**src/p5gw_pkg.sv**
```systemverilog
package p5gw_pkg;

    // port geometry
    localparam int unsigned P5GW_PINS   = 8;
    localparam int unsigned P5GW_DATA_W = 32;
    localparam int unsigned P5GW_ADDR_W = 32;
    localparam int unsigned P5GW_OFS_W  = 5;

    // register byte offsets
    localparam logic [4:0] P5GW_OFS_DATA   = 5'h00;
    localparam logic [4:0] P5GW_OFS_DIR    = 5'h04;
    localparam logic [4:0] P5GW_OFS_PULLUP = 5'h08;
    localparam logic [4:0] P5GW_OFS_MODE   = 5'h0C;
    localparam logic [4:0] P5GW_OFS_STATUS = 5'h10;
    localparam logic [4:0] P5GW_OFS_MASK   = 5'h14;

    // reset values and read patterns
    localparam logic [7:0]  P5GW_RST_BYTE  = 8'h00;
    localparam logic [7:0]  P5GW_DIR_READ  = 8'hFF;
    localparam logic [31:0] P5GW_RD_ZERO   = 32'h0000_0000;

    // ahb-lite codes
    localparam logic [1:0] P5GW_HTRANS_NONSEQ = 2'h2;
    localparam logic [2:0] P5GW_HSIZE_WORD    = 3'h2;
    localparam logic       P5GW_HRESP_OKAY    = 1'h0;

    // register selector
    typedef enum logic [2:0]
    {
        P5GW_SEL_DATA,
        P5GW_SEL_DIR,
        P5GW_SEL_PULLUP,
        P5GW_SEL_MODE,
        P5GW_SEL_STATUS,
        P5GW_SEL_MASK,
        P5GW_SEL_NONE
    } p5gw_sel_t;

endpackage

```
**src/p5gw_top.sv**
```systemverilog
`timescale 1ns/1ps

// Notes on behaviour
// - output pins read back the stored latch value, not the pin level
// - input pins read back the sampled pin level
// - direction bit 1 makes the pin an output, 0 an input
// - direction and latch drive a pin only when mode and segment select allow it
// - direction register is write only and always reads as all ones
// - pull-up follows its control bit while direction bit is 0, stays off while direction bit is 1
// - all pull-ups are off after reset
// - mode bit 0 gives general I/O, 1 gives wakeup request input, all pins
// - mode bit 1 forces wakeup input whatever the direction bit says
// - port offers a wakeup request input function beside general I/O
module p5gw_top
    import p5gw_pkg::*;
(
    input  wire logic                   clk_in,
    input  wire logic                   rst_in,
    // ahb-lite slave
    input  wire logic                   hsel_in,
    input  wire logic [P5GW_ADDR_W-1:0] haddr_in,
    input  wire logic [1:0]             htrans_in,
    input  wire logic                   hwrite_in,
    input  wire logic [2:0]             hsize_in,
    input  wire logic [P5GW_DATA_W-1:0] hwdata_in,
    input  wire logic                   hready_in,
    output logic      [P5GW_DATA_W-1:0] hrdata_out,
    output logic                        hreadyout_out,
    output logic                        hresp_out,
    // display controller: 1 where its segment select leaves the pin to the port
    input  wire logic [P5GW_PINS-1:0]   segment_select_gio_in,
    // pins
    input  wire logic [P5GW_PINS-1:0]   general_io_pin_in,
    output logic      [P5GW_PINS-1:0]   general_io_pin_out,
    output logic      [P5GW_PINS-1:0]   general_io_pin_oe_out,
    output logic      [P5GW_PINS-1:0]   pullup_en_out,
    // wakeup request to the wakeup controller
    output logic      [P5GW_PINS-1:0]   wakeup_request_input_out,
    output logic                        irq_out
);

    ////////////////////////////////////////////////////////////////////////////
    // declarations

    logic [P5GW_PINS-1:0]   pin_level;

    logic                   pend_r;
    logic                   pend_nxt;
    logic                   pend_write_r;
    logic                   pend_write_nxt;
    p5gw_sel_t              pend_sel_r;
    p5gw_sel_t              pend_sel_nxt;
    logic                   hready_r;
    logic                   hready_nxt;
    logic [P5GW_DATA_W-1:0] hrdata_r;
    logic [P5GW_DATA_W-1:0] hrdata_nxt;

    logic [P5GW_PINS-1:0]   port_data_latch_r;
    logic [P5GW_PINS-1:0]   port_data_latch_nxt;
    logic [P5GW_PINS-1:0]   port_direction_control_r;
    logic [P5GW_PINS-1:0]   port_direction_control_nxt;
    logic [P5GW_PINS-1:0]   port_pullup_control_r;
    logic [P5GW_PINS-1:0]   port_pullup_control_nxt;
    logic [P5GW_PINS-1:0]   port_pin_mode_select_r;
    logic [P5GW_PINS-1:0]   port_pin_mode_select_nxt;
    logic [P5GW_PINS-1:0]   wake_status_r;
    logic [P5GW_PINS-1:0]   wake_status_nxt;
    logic [P5GW_PINS-1:0]   wake_mask_r;
    logic [P5GW_PINS-1:0]   wake_mask_nxt;

    logic [P5GW_PINS-1:0]   pin_out_r;
    logic [P5GW_PINS-1:0]   pin_out_nxt;
    logic [P5GW_PINS-1:0]   pin_oe_r;
    logic [P5GW_PINS-1:0]   pin_oe_nxt;
    logic [P5GW_PINS-1:0]   pullup_r;
    logic [P5GW_PINS-1:0]   pullup_nxt;
    logic [P5GW_PINS-1:0]   wake_req_r;
    logic [P5GW_PINS-1:0]   wake_req_nxt;
    logic [P5GW_PINS-1:0]   wake_prev_r;
    logic [P5GW_PINS-1:0]   wake_prev_nxt;
    logic [P5GW_PINS-1:0]   wake_event;
    logic                   irq_r;
    logic                   irq_nxt;

    logic                   wr_en;
    logic [P5GW_PINS-1:0]   wr_byte;

    ////////////////////////////////////////////////////////////////////////////
    // helpers

    // address decode, used for every accepted address phase
    function automatic p5gw_sel_t p5gw_decode(input logic [P5GW_ADDR_W-1:0] addr);
        p5gw_sel_t sel;
        sel = P5GW_SEL_NONE;
        unique case (addr[P5GW_OFS_W-1:0])
            P5GW_OFS_DATA:   sel = P5GW_SEL_DATA;
            P5GW_OFS_DIR:    sel = P5GW_SEL_DIR;
            P5GW_OFS_PULLUP: sel = P5GW_SEL_PULLUP;
            P5GW_OFS_MODE:   sel = P5GW_SEL_MODE;
            P5GW_OFS_STATUS: sel = P5GW_SEL_STATUS;
            P5GW_OFS_MASK:   sel = P5GW_SEL_MASK;
            default:         sel = P5GW_SEL_NONE;
        endcase
        if (addr[P5GW_ADDR_W-1:P5GW_OFS_W] != '0)
        begin
            sel = P5GW_SEL_NONE;
        end
        return sel;
    endfunction

    // pins currently owned by the port as general I/O
    function automatic logic [P5GW_PINS-1:0] p5gw_gio(input logic [P5GW_PINS-1:0] mode,
                                                     input logic [P5GW_PINS-1:0] seg);
        return ~mode & seg;
    endfunction

    ////////////////////////////////////////////////////////////////////////////
    // pin input synchroniser

    p5gw_sync u_sync
    (
        .clk_in    (clk_in),
        .rst_in    (rst_in),
        .raw_in    (general_io_pin_in),
        .level_out (pin_level)
    );

    ////////////////////////////////////////////////////////////////////////////
    // bus slave: address phase, one wait cycle, then the answer

    assign wr_en   = pend_r && !hready_r && pend_write_r;
    assign wr_byte = hwdata_in[P5GW_PINS-1:0];

    // bus next state
    always_comb
    begin
        pend_nxt       = 1'b0;
        pend_write_nxt = pend_write_r;
        pend_sel_nxt   = pend_sel_r;
        hready_nxt     = 1'b1;
        hrdata_nxt     = hrdata_r;
        if (pend_r && !hready_r)
        begin
            // data phase second cycle: answer, reads see registers after any write
            hready_nxt = 1'b1;
            hrdata_nxt = P5GW_RD_ZERO;
            if (!pend_write_r)
            begin
                unique case (pend_sel_r)
                    P5GW_SEL_DATA:
                    begin
                        hrdata_nxt[P5GW_PINS-1:0] =
                            (port_direction_control_r & port_data_latch_r) |
                            (~port_direction_control_r & pin_level);
                    end
                    P5GW_SEL_DIR:    hrdata_nxt[P5GW_PINS-1:0] = P5GW_DIR_READ;
                    P5GW_SEL_PULLUP: hrdata_nxt[P5GW_PINS-1:0] = port_pullup_control_r;
                    P5GW_SEL_MODE:   hrdata_nxt[P5GW_PINS-1:0] = port_pin_mode_select_r;
                    P5GW_SEL_STATUS: hrdata_nxt[P5GW_PINS-1:0] = wake_status_r;
                    P5GW_SEL_MASK:   hrdata_nxt[P5GW_PINS-1:0] = wake_mask_r;
                    P5GW_SEL_NONE:   hrdata_nxt = P5GW_RD_ZERO;
                    default:         hrdata_nxt = P5GW_RD_ZERO;
                endcase
            end
        end
        else if (hsel_in && hready_in && (htrans_in == P5GW_HTRANS_NONSEQ))
        begin
            // address phase taken; hsize is always a word here
            pend_nxt       = 1'b1;
            pend_write_nxt = hwrite_in;
            pend_sel_nxt   = p5gw_decode(haddr_in);
            hready_nxt     = 1'b0;
        end
    end

    // bus registers
    always_ff @(posedge clk_in or posedge rst_in)
    begin
        if (rst_in)
        begin
            pend_r       <= 1'b0;
            pend_write_r <= 1'b0;
            pend_sel_r   <= P5GW_SEL_NONE;
            hready_r     <= 1'b1;
            hrdata_r     <= P5GW_RD_ZERO;
        end
        else
        begin
            pend_r       <= pend_nxt;
            pend_write_r <= pend_write_nxt;
            pend_sel_r   <= pend_sel_nxt;
            hready_r     <= hready_nxt;
            hrdata_r     <= hrdata_nxt;
        end
    end

    ////////////////////////////////////////////////////////////////////////////
    // port registers

    // register file next values
    always_comb
    begin
        port_data_latch_nxt        = port_data_latch_r;
        port_direction_control_nxt = port_direction_control_r;
        port_pullup_control_nxt    = port_pullup_control_r;
        port_pin_mode_select_nxt   = port_pin_mode_select_r;
        wake_mask_nxt              = wake_mask_r;
        wake_status_nxt            = wake_status_r;
        if (wr_en)
        begin
            unique case (pend_sel_r)
                P5GW_SEL_DATA:   port_data_latch_nxt        = wr_byte;
                P5GW_SEL_DIR:    port_direction_control_nxt = wr_byte;
                P5GW_SEL_PULLUP: port_pullup_control_nxt    = wr_byte;
                P5GW_SEL_MODE:   port_pin_mode_select_nxt   = wr_byte;
                P5GW_SEL_STATUS: wake_status_nxt            = wake_status_r & ~wr_byte;
                P5GW_SEL_MASK:   wake_mask_nxt              = wr_byte;
                P5GW_SEL_NONE:   wake_mask_nxt              = wake_mask_r;
                default:         wake_mask_nxt              = wake_mask_r;
            endcase
        end
        // a new event wins over a clear in the same cycle
        wake_status_nxt = wake_status_nxt | wake_event;
    end

    // register file flops
    always_ff @(posedge clk_in or posedge rst_in)
    begin
        if (rst_in)
        begin
            port_data_latch_r        <= P5GW_RST_BYTE;
            port_direction_control_r <= P5GW_RST_BYTE;
            port_pullup_control_r    <= P5GW_RST_BYTE;
            port_pin_mode_select_r   <= P5GW_RST_BYTE;
            wake_status_r            <= P5GW_RST_BYTE;
            wake_mask_r              <= P5GW_RST_BYTE;
        end
        else
        begin
            port_data_latch_r        <= port_data_latch_nxt;
            port_direction_control_r <= port_direction_control_nxt;
            port_pullup_control_r    <= port_pullup_control_nxt;
            port_pin_mode_select_r   <= port_pin_mode_select_nxt;
            wake_status_r            <= wake_status_nxt;
            wake_mask_r              <= wake_mask_nxt;
        end
    end

    ////////////////////////////////////////////////////////////////////////////
    // pin control and wakeup

    // falling edge on a wakeup-mode pin is a wakeup event
    assign wake_event = wake_prev_r & ~wake_req_nxt & port_pin_mode_select_r;

    // pin drive, pull-up and wakeup routing
    always_comb
    begin
        // output only for general I/O with direction 1; mode 1 forces input
        pin_oe_nxt   = p5gw_gio(port_pin_mode_select_r, segment_select_gio_in)
                     & port_direction_control_r;
        pin_out_nxt  = port_data_latch_r & pin_oe_nxt;
        pullup_nxt   = port_pullup_control_r & ~port_direction_control_r;
        // wakeup-mode pins pass their level, others idle high
        wake_req_nxt = (pin_level & port_pin_mode_select_r)
                     | ~port_pin_mode_select_r;
        wake_prev_nxt = wake_req_nxt;
        irq_nxt      = |(wake_status_nxt & wake_mask_r);
    end

    // pin and interrupt flops
    always_ff @(posedge clk_in or posedge rst_in)
    begin
        if (rst_in)
        begin
            pin_out_r   <= P5GW_RST_BYTE;
            pin_oe_r    <= P5GW_RST_BYTE;
            pullup_r    <= P5GW_RST_BYTE;
            wake_req_r  <= ~P5GW_RST_BYTE;
            wake_prev_r <= ~P5GW_RST_BYTE;
            irq_r       <= 1'b0;
        end
        else
        begin
            pin_out_r   <= pin_out_nxt;
            pin_oe_r    <= pin_oe_nxt;
            pullup_r    <= pullup_nxt;
            wake_req_r  <= wake_req_nxt;
            wake_prev_r <= wake_prev_nxt;
            irq_r       <= irq_nxt;
        end
    end

    ////////////////////////////////////////////////////////////////////////////
    // outputs, all from flops except the constant hresp_out

    assign hrdata_out               = hrdata_r;
    assign hreadyout_out            = hready_r;
    assign hresp_out                = P5GW_HRESP_OKAY;
    assign general_io_pin_out       = pin_out_r;
    assign general_io_pin_oe_out    = pin_oe_r;
    assign pullup_en_out            = pullup_r;
    assign wakeup_request_input_out = wake_req_r;
    assign irq_out                  = irq_r;

endmodule // p5gw_top

```
**src/p5gw_sync.sv**
```systemverilog
`timescale 1ns/1ps

// three-stage pin synchroniser, filtered level updates when stages two and three agree
module p5gw_sync
    import p5gw_pkg::*;
(
    input  wire logic                 clk_in,
    input  wire logic                 rst_in,
    input  wire logic [P5GW_PINS-1:0] raw_in,
    output logic      [P5GW_PINS-1:0] level_out
);

    logic [P5GW_PINS-1:0] meta_r;
    logic [P5GW_PINS-1:0] stage2_r;
    logic [P5GW_PINS-1:0] stage3_r;
    logic [P5GW_PINS-1:0] level_r;
    logic [P5GW_PINS-1:0] level_nxt;

    ////////////////////////////////////////////////////////////////////////////
    // per-pin agreement filter
    genvar g;
    generate
        for (g = 0; g < P5GW_PINS; g++)
        begin : g_pin
            always_comb
            begin
                level_nxt[g] = (stage2_r[g] == stage3_r[g]) ? stage3_r[g] : level_r[g];
            end
        end
    endgenerate

    // register chain, first stage feeds only the second
    always_ff @(posedge clk_in or posedge rst_in)
    begin
        if (rst_in)
        begin
            meta_r   <= P5GW_RST_BYTE;
            stage2_r <= P5GW_RST_BYTE;
            stage3_r <= P5GW_RST_BYTE;
            level_r  <= P5GW_RST_BYTE;
        end
        else
        begin
            meta_r   <= raw_in;
            stage2_r <= meta_r;
            stage3_r <= stage2_r;
            level_r  <= level_nxt;
        end
    end

    assign level_out = level_r;

endmodule // p5gw_sync

```
**config.mk**
```make
export PLATFORM = sky130hd
export DESIGN_NAME = p5gw_top
export DESIGN_NICKNAME = d
export VERILOG_FILES = /design/src/p5gw_pkg.sv /design/src/p5gw_top.sv /design/src/p5gw_sync.sv
export SDC_FILE = /design/constraint.sdc
export NUM_CORES = 1
export LEC_CHECK = 0
export BUFFER_PORTS_ARGS = -buffer_cell sky130_fd_sc_hd__buf_2
export CORE_MARGIN = 2
export CORE_UTILIZATION = 30
export CTS_CLUSTER_DIAMETER = 200
export DETAILED_ROUTE_END_ITERATION = 7
export GPL_TIMING_DRIVEN = 0
export PLACE_DENSITY = 0.55
export SKIP_CTS_REPAIR_TIMING = 1
export SYNTH_ARGS = -nofsm -noshare
export SYNTH_HDL_FRONTEND = slang
export SYNTH_SLANG_ARGS = --single-unit
```
**constraint.sdc**
```tcl
create_clock -name clk_in -period 4.9 [get_ports clk_in]
set_clock_uncertainty 0.05 [all_clocks]
set_input_delay 0.49 -clock clk_in [delete_from_list [all_inputs] [get_ports clk_in]]
set_output_delay 0.49 -clock clk_in [all_outputs]
set_load 0.05 [all_outputs]
```
Word-level counts from Yosys, hierarchy flattened
Index checks and enable logic that the tools add are counted.
{"block": "word_totals", "register_bits": 151, "input_bits": 90, "out_inout_bits": 67, "word_cells": 90}
{"block": "op_classes", "n_eq_ne": 19, "mux": 10, "bitwise_logic": 19, "reduce_logical": 15}
{"cell": "8-bit bitwise AND", "n": 11}
{"cell": "8-bit one-hot mux with 6 select lines", "n": 1}
{"cell": "8-bit NOT", "n": 4}
{"cell": "27-bit nonzero test", "n": 1}
{"cell": "8-bit two-way mux", "n": 3}
{"cell": "8-bit OR", "n": 3}
{"cell": "3-bit one-hot mux with 6 select lines", "n": 1}
{"cell": "2-bit AND reduction", "n": 6}
{"cell": "5-bit by 4-bit equality test with 1-bit output (second input constant)", "n": 2}
{"cell": "5-bit equality test (second input constant)", "n": 2}
{"cell": "1-bit equality test", "n": 8}
{"cell": "8-bit OR reduction", "n": 1}
{"cell": "3-bit by 2-bit equality test with 1-bit output (second input constant)", "n": 2}
{"cell": "3-bit equality test (second input constant)", "n": 2}
{"cell": "5-bit by 3-bit equality test with 1-bit output (second input constant)", "n": 1}
{"cell": "5-bit zero test", "n": 1}
{"cell": "1-bit logical AND", "n": 4}
{"cell": "1-bit two-way mux", "n": 4}
{"cell": "3-bit by 1-bit equality test with 1-bit output (second input constant)", "n": 1}
{"cell": "3-bit zero test", "n": 1}
{"cell": "3-bit two-way mux", "n": 1}
{"cell": "2-bit equality test (second input constant)", "n": 1}
{"cell": "1-bit zero test", "n": 1}
{"cell": "1-bit NOT", "n": 1}

Logic depth before layout (Yosys ltp)
{"block": "depth", "depth_word": 8, "mapped_depth": 6, "ltp_nobuf": 5}

Modules after synthesis
A second synthesis with hierarchy kept.
{"block": "hier_totals", "hier_cells": 398, "area_unflattened_um2": 5113.7}
{"mod": "p5gw_top", "instances": 1, "cells_each": 357, "area_per_inst_um2": 4219.0, "seq_area_each_um2": 2391.0}
{"mod": "p5gw_sync", "instances": 1, "cells_each": 41, "area_per_inst_um2": 894.6, "seq_area_each_um2": 800.8}

Worst setup path before layout
No wires, ideal clock.
{"block": "synth_timing", "kind": "reg2reg", "start": "register hready_r, in the netlist hreadyout_out", "end": "register pend_sel_r[2]", "setup_time_ps": 83, "arrival_time_ps": 1561, "t_required_ps": 4767, "setup_slack_ps": 3206, "stages_incl_launch_ff": 5, "n_path_buf": 0, "period_less_slack_ps": 1694, "cell_sequence": "dfstp_2 > nand2b_1 > nand4_2 > or3_1 > a2bb2oi_1"}
{"block": "synth_between", "elab_chain_len": 4}
{"element": "start, declared", "line": "p5gw_top.sv:53", "text": "logic hready_r;"}
{"element": "start signal, assigned", "line": "p5gw_top.sv:192", "text": "hready_r <= hready_nxt;"}
{"element": "1-bit zero test", "line": "p5gw_top.sv:142", "text": "if (pend_r && !hready_r)"}
{"element": "1-bit logical AND", "line": "p5gw_top.sv:142"}
{"element": "1-bit NOT (no source line)"}
{"element": "2-bit AND reduction (no source line)"}
{"element": "end signal, assigned", "line": "p5gw_top.sv:191", "text": "pend_sel_r <= pend_sel_nxt;"}
{"element": "end, declared", "line": "p5gw_top.sv:51", "text": "p5gw_sel_t pend_sel_r;"}
No other way between the ends.
A chain may end at the register's enable or synchronous reset.

Worst setup path in the final report
{"block": "layout_timing", "start": "register pend_sel_r[2]", "end": "register irq_r, in the netlist irq_out"}
{"block": "layout_between", "elab_chain_len": 6}
{"element": "3-bit equality test", "line": "p5gw_top.sv:211", "text": "unique case (pend_sel_r)"}
{"element": "8-bit two-way mux", "line": "p5gw_top.sv:211"}
{"element": "8-bit two-way mux", "line": "p5gw_top.sv:209", "text": "if (wr_en)"}
{"element": "8-bit OR", "line": "p5gw_top.sv:223", "text": "wake_status_nxt = wake_status_nxt | wake_event;"}
{"element": "8-bit bitwise AND", "line": "p5gw_top.sv:267", "text": "irq_nxt = |(wake_status_nxt & wake_mask_r);"}
{"element": "8-bit OR reduction", "line": "p5gw_top.sv:267"}
{"element": "via irq_nxt", "line": "p5gw_top.sv:83", "text": "logic irq_nxt;"}
{"element": "end signal, assigned", "line": "p5gw_top.sv:289", "text": "irq_r <= irq_nxt;"}
{"element": "end, declared", "line": "p5gw_top.sv:82", "text": "logic irq_r;"}
The timed path passes the listed nets, and every way through them passes these cells.

==> metrics.md <==
| Metric | Value |
|---|---|
| Multi-input gate area | `about 0.0018 sq mm` |
| Final hold violations | `0` |
| Post-synthesis cell count | `407` |
| Kind of cell adding the most delay to the critical path | `simple AND/OR/NAND/NOR gates` |
| Critical path startpoint category | `register` |
| Post-synthesis simple-gate area fraction | `0.131` |
| Wl on met1 | `between 5000 and 6000 um` |
| Setup Crit Path Kind | `reg2reg` |
| Number of distinct library cells after synthesis | `44` |
| Vias in the first global route | `3667` |
| FF-to-FF End | `irq_out` |
| Filler cells | `1683` |
| Met3 wire length | `approximately 830 um` |
| DR WL/cell | `14.9 um` |
| Period utilisation layout | `0.415` |
| Sequential fraction of the synthesis area | `0.617` |
| Core ar. | `0.0171 sq mm` |
| F_max | `slightly below 500 MHz` |
| CTS tree | `done` |
| Cells after DPL | `between 700 and 800` |
| Synth Warn # | `0` |
| Num CTS Buffers | `17` |
| Worst slew margin | `0.469` |
| Crit-path cells | `buf_4 -> nor2b_1 -> buf_2 -> nand4_1 -> a32oi_1 -> nand4_1` |
| H-tree depth | `4` |
| Max Cap Viol | `0` |
| Final Cell Area | `0.00669 sq mm` |
| Clk sinks | `127` |
| Top sig layer | `met4` |
| Layout cells sized above 1 | `0.390` |
| Crit Reg-Reg Startpoint | `pend_sel_r[2]` |
| Outcome | `finished, final reports clean` |
| Initial cell density of the core | `0.303` |
| Worst-Skew Late Latency | `0.41 ns` |
| Total GRT Usage | `0.135` |
| Slowest stage cell, crit path | `dfstp_2` |
| First-pass iteration count of the detailed router | `4` |
| Vias/cell | `roughly 4.5` |
| Area grow syn2layout | `29.2%` |
| Vias | `3552` |
| Metal2 WL | `5460 um` |
| IO buf count | `104` |
| R2R Setup Slk | `2.87 ns` |
| Clock slew at reported path FFs | `0.05 ns` |
| Final max-slew violation count | `0` |
| Setup Viol. Count Final | `0` |
| Starting DRT DRC Count | `approximately 210` |
| Worst Path Max Fanout | `10` |
| Post-synthesis mux area share | `0.109` |
| Buf/Inv on CP | `2` |
| CTS Buffer Depth | `2` |
| Final wirelength | `11800 um` |
| Pin count of the biggest net entering global routing | `75` |
| Worst EP required | `5.09 ns` |
| RSZ-0062 raised after global routing | `no` |
| Number of synthesized register bits | `127` |
| Most common cell on crit path | `nand4_1` |
| Post-Synth XOR/XNOR Area | `0` |
| Remaining global-route overflow | `0` |
| Half-perimeter wire length after placement | `8390 um` |
| First-pass GRT wire length | `18800 um` |
| # diodes | `0` |
| Maximum VDD drop | `225 uV` |
| Register area | `0.00319 sq mm` |
| Fin cells | `791` |
| Die width | `~140 um` |
| RD Place Congestion | `just under 0.8` |
| CP endpoint kind | `register` |
| Tightest Hold Check Type | `in2async` |
| Initial antenna violation count | `0` |
| Worst Max-Slew Pin Slew | `0.794 ns` |
| Commonest cells after routing, fill and taps aside | `dfrtp_1 (116), buf_2 (107), mux2_2 (36), nand2_1 (36), buf_4 (27)` |
| Largest stage delay on the critical path | `approximately 0.52 ns` |
| Data arrival time of the critical path | `2.23 ns` |
| I/O pins | `between 150 and 200` |
| Post-route ant nets | `0` |
| Syn_area_per_cell | `12.7 sq um` |
| Die ar. | `0.0183 sq mm` |
| Root Driver | `clkbuf_16` |
| Worst R2R Path Depth | `6` |
| Setup TNS | `0 ns` |
| Main combinational cell family by area after synthesis | `simple AND/OR/NAND/NOR gates` |
| Synth Area in Compound Gates | `0.0701` |
| # DRC | `0` |
| Most common cell after layout, fill and taps aside | `dfrtp_1` |
| Row cnt | `48` |
| Nets@finish | `645` |
| Placed cell area | `0.00610 sq mm` |
| Die height | `135 um` |
| Clock period minus final worst setup slack | `about 2.0 ns` |
| Synth Area in Adders | `0.0155` |
| Synth Cell Area | `0.00518 sq mm` |
| P_leak | `3.22 nW` |
| PwrDens | `371 mW/mm^2` |
## metrics by stage
step           setup slack, ns  total power [mW]  hold slack (ns)  utilization
5_1_grt                   2.76              2.58            0.102        0.392
3_5_place_dp              2.88              1.25            0.286        0.358
3_3_place_gp            -0.386              1.25            0.283        0.356
2_1_floorplan            0.994              1.20            0.281            -
6_report                  2.87              2.48           0.0728        0.392
4_1_cts                   2.88              2.52           0.0811        0.392
## worst max-delay path by stage
stage,endpoint,slack (ns),from,cells after the start
detailed placement,port_data_latch_r[5],2.88,pend_sel_r[2],6
global placement,u_sync.level_out[4],-0.39,rst_in,2
finish,irq_out,2.87,pend_sel_r[2],6
global route,irq_out,2.76,pend_sel_r[2],6
floorplan,general_io_pin_oe_out[0],0.99,rst_in,1
CTS,port_data_latch_r[3],2.88,pend_sel_r[2],6
## Yosys cell counts, drive strengths merged
| library cell | count | area share |
|---|---|---|
| o21bai | 1 | 0.0015 |
| and3b | 1 | 0.0017 |
| o22ai | 1 | 0.0012 |
| nor2b | 11 | 0.013 |
| and4bb | 1 | 0.0031 |
| nor2 | 15 | 0.012 |
| o221ai | 6 | 0.010 |
| and2 | 8 | 0.0097 |
| maj3 | 8 | 0.015 |
| nand4 | 11 | 0.015 |
| dfstp | 11 | 0.056 |
| conb | 1 | 0.00072 |
| or3 | 1 | 0.0012 |
| a221oi | 2 | 0.0034 |
| a221o | 1 | 0.0019 |
| nand2b | 13 | 0.016 |
| a2bb2oi | 2 | 0.0034 |
| inv | 12 | 0.0087 |
| buf | 32 | 0.046 |
| nand3 | 4 | 0.0048 |
| a21o | 1 | 0.0015 |
| mux2i | 16 | 0.031 |
| nor3 | 2 | 0.0041 |
| o21ai | 22 | 0.021 |
| nand2 | 38 | 0.029 |
| a22o | 7 | 0.012 |
| dfrtp | 116 | 0.56 |
| o31ai | 1 | 0.0015 |
| nand3b | 7 | 0.010 |
| a32oi | 4 | 0.0068 |
| mux2 | 36 | 0.078 |
| nand4b | 2 | 0.0046 |
| nor4 | 6 | 0.0073 |
| a21boi | 3 | 0.0044 |
| clkbuf | 3 | 0.0022 |
| o21a | 1 | 0.0015 |
## per-layer routing
layer,track usage,vias to the layer above
met5,0,-
met4,0.0532,0
met3,0.0471,19
met2,0.209,113
met1,0.176,1735
li1,-,1685
## final cells by class
cell class                      instances  area share
Multi-Input combinational cell        257       0.266
Buffer                                 35      0.0376
Clock inverter                          7      0.0165
Inverter                               12     0.00748
Timing Repair Buffer                  105      0.0819
Clock buffer                           23      0.0715
Tap cell                              225      0.0421
Sequential cell                       127       0.477
## where the power goes
group | internal [mW] | switching, mW
clock | 0.830 | 0.422
combinational | 0.0523 | 0.0919
sequential | 1.07 | 0.0145
total | 1.96 | 0.529
## worst reg2reg max path, stage by stage (launching register included)
cell,delay [ns]
dfstp_2,0.52
buf_4,0.16
nor2b_1,0.27
buf_2,0.29
nand4_1,0.12
a32oi_1,0.26
nand4_1,0.20
## logic make-up after synthesis
family,count (synthesis)
multiplexers,52
other,1
adder cells (fa/ha/maj),8
AO/OA/AOI/OAI,52
flip-flops,127
AND/OR/NAND/NOR,120
buffers and inverters,47
No activity file was read; power rests on OpenSTA's default activity.
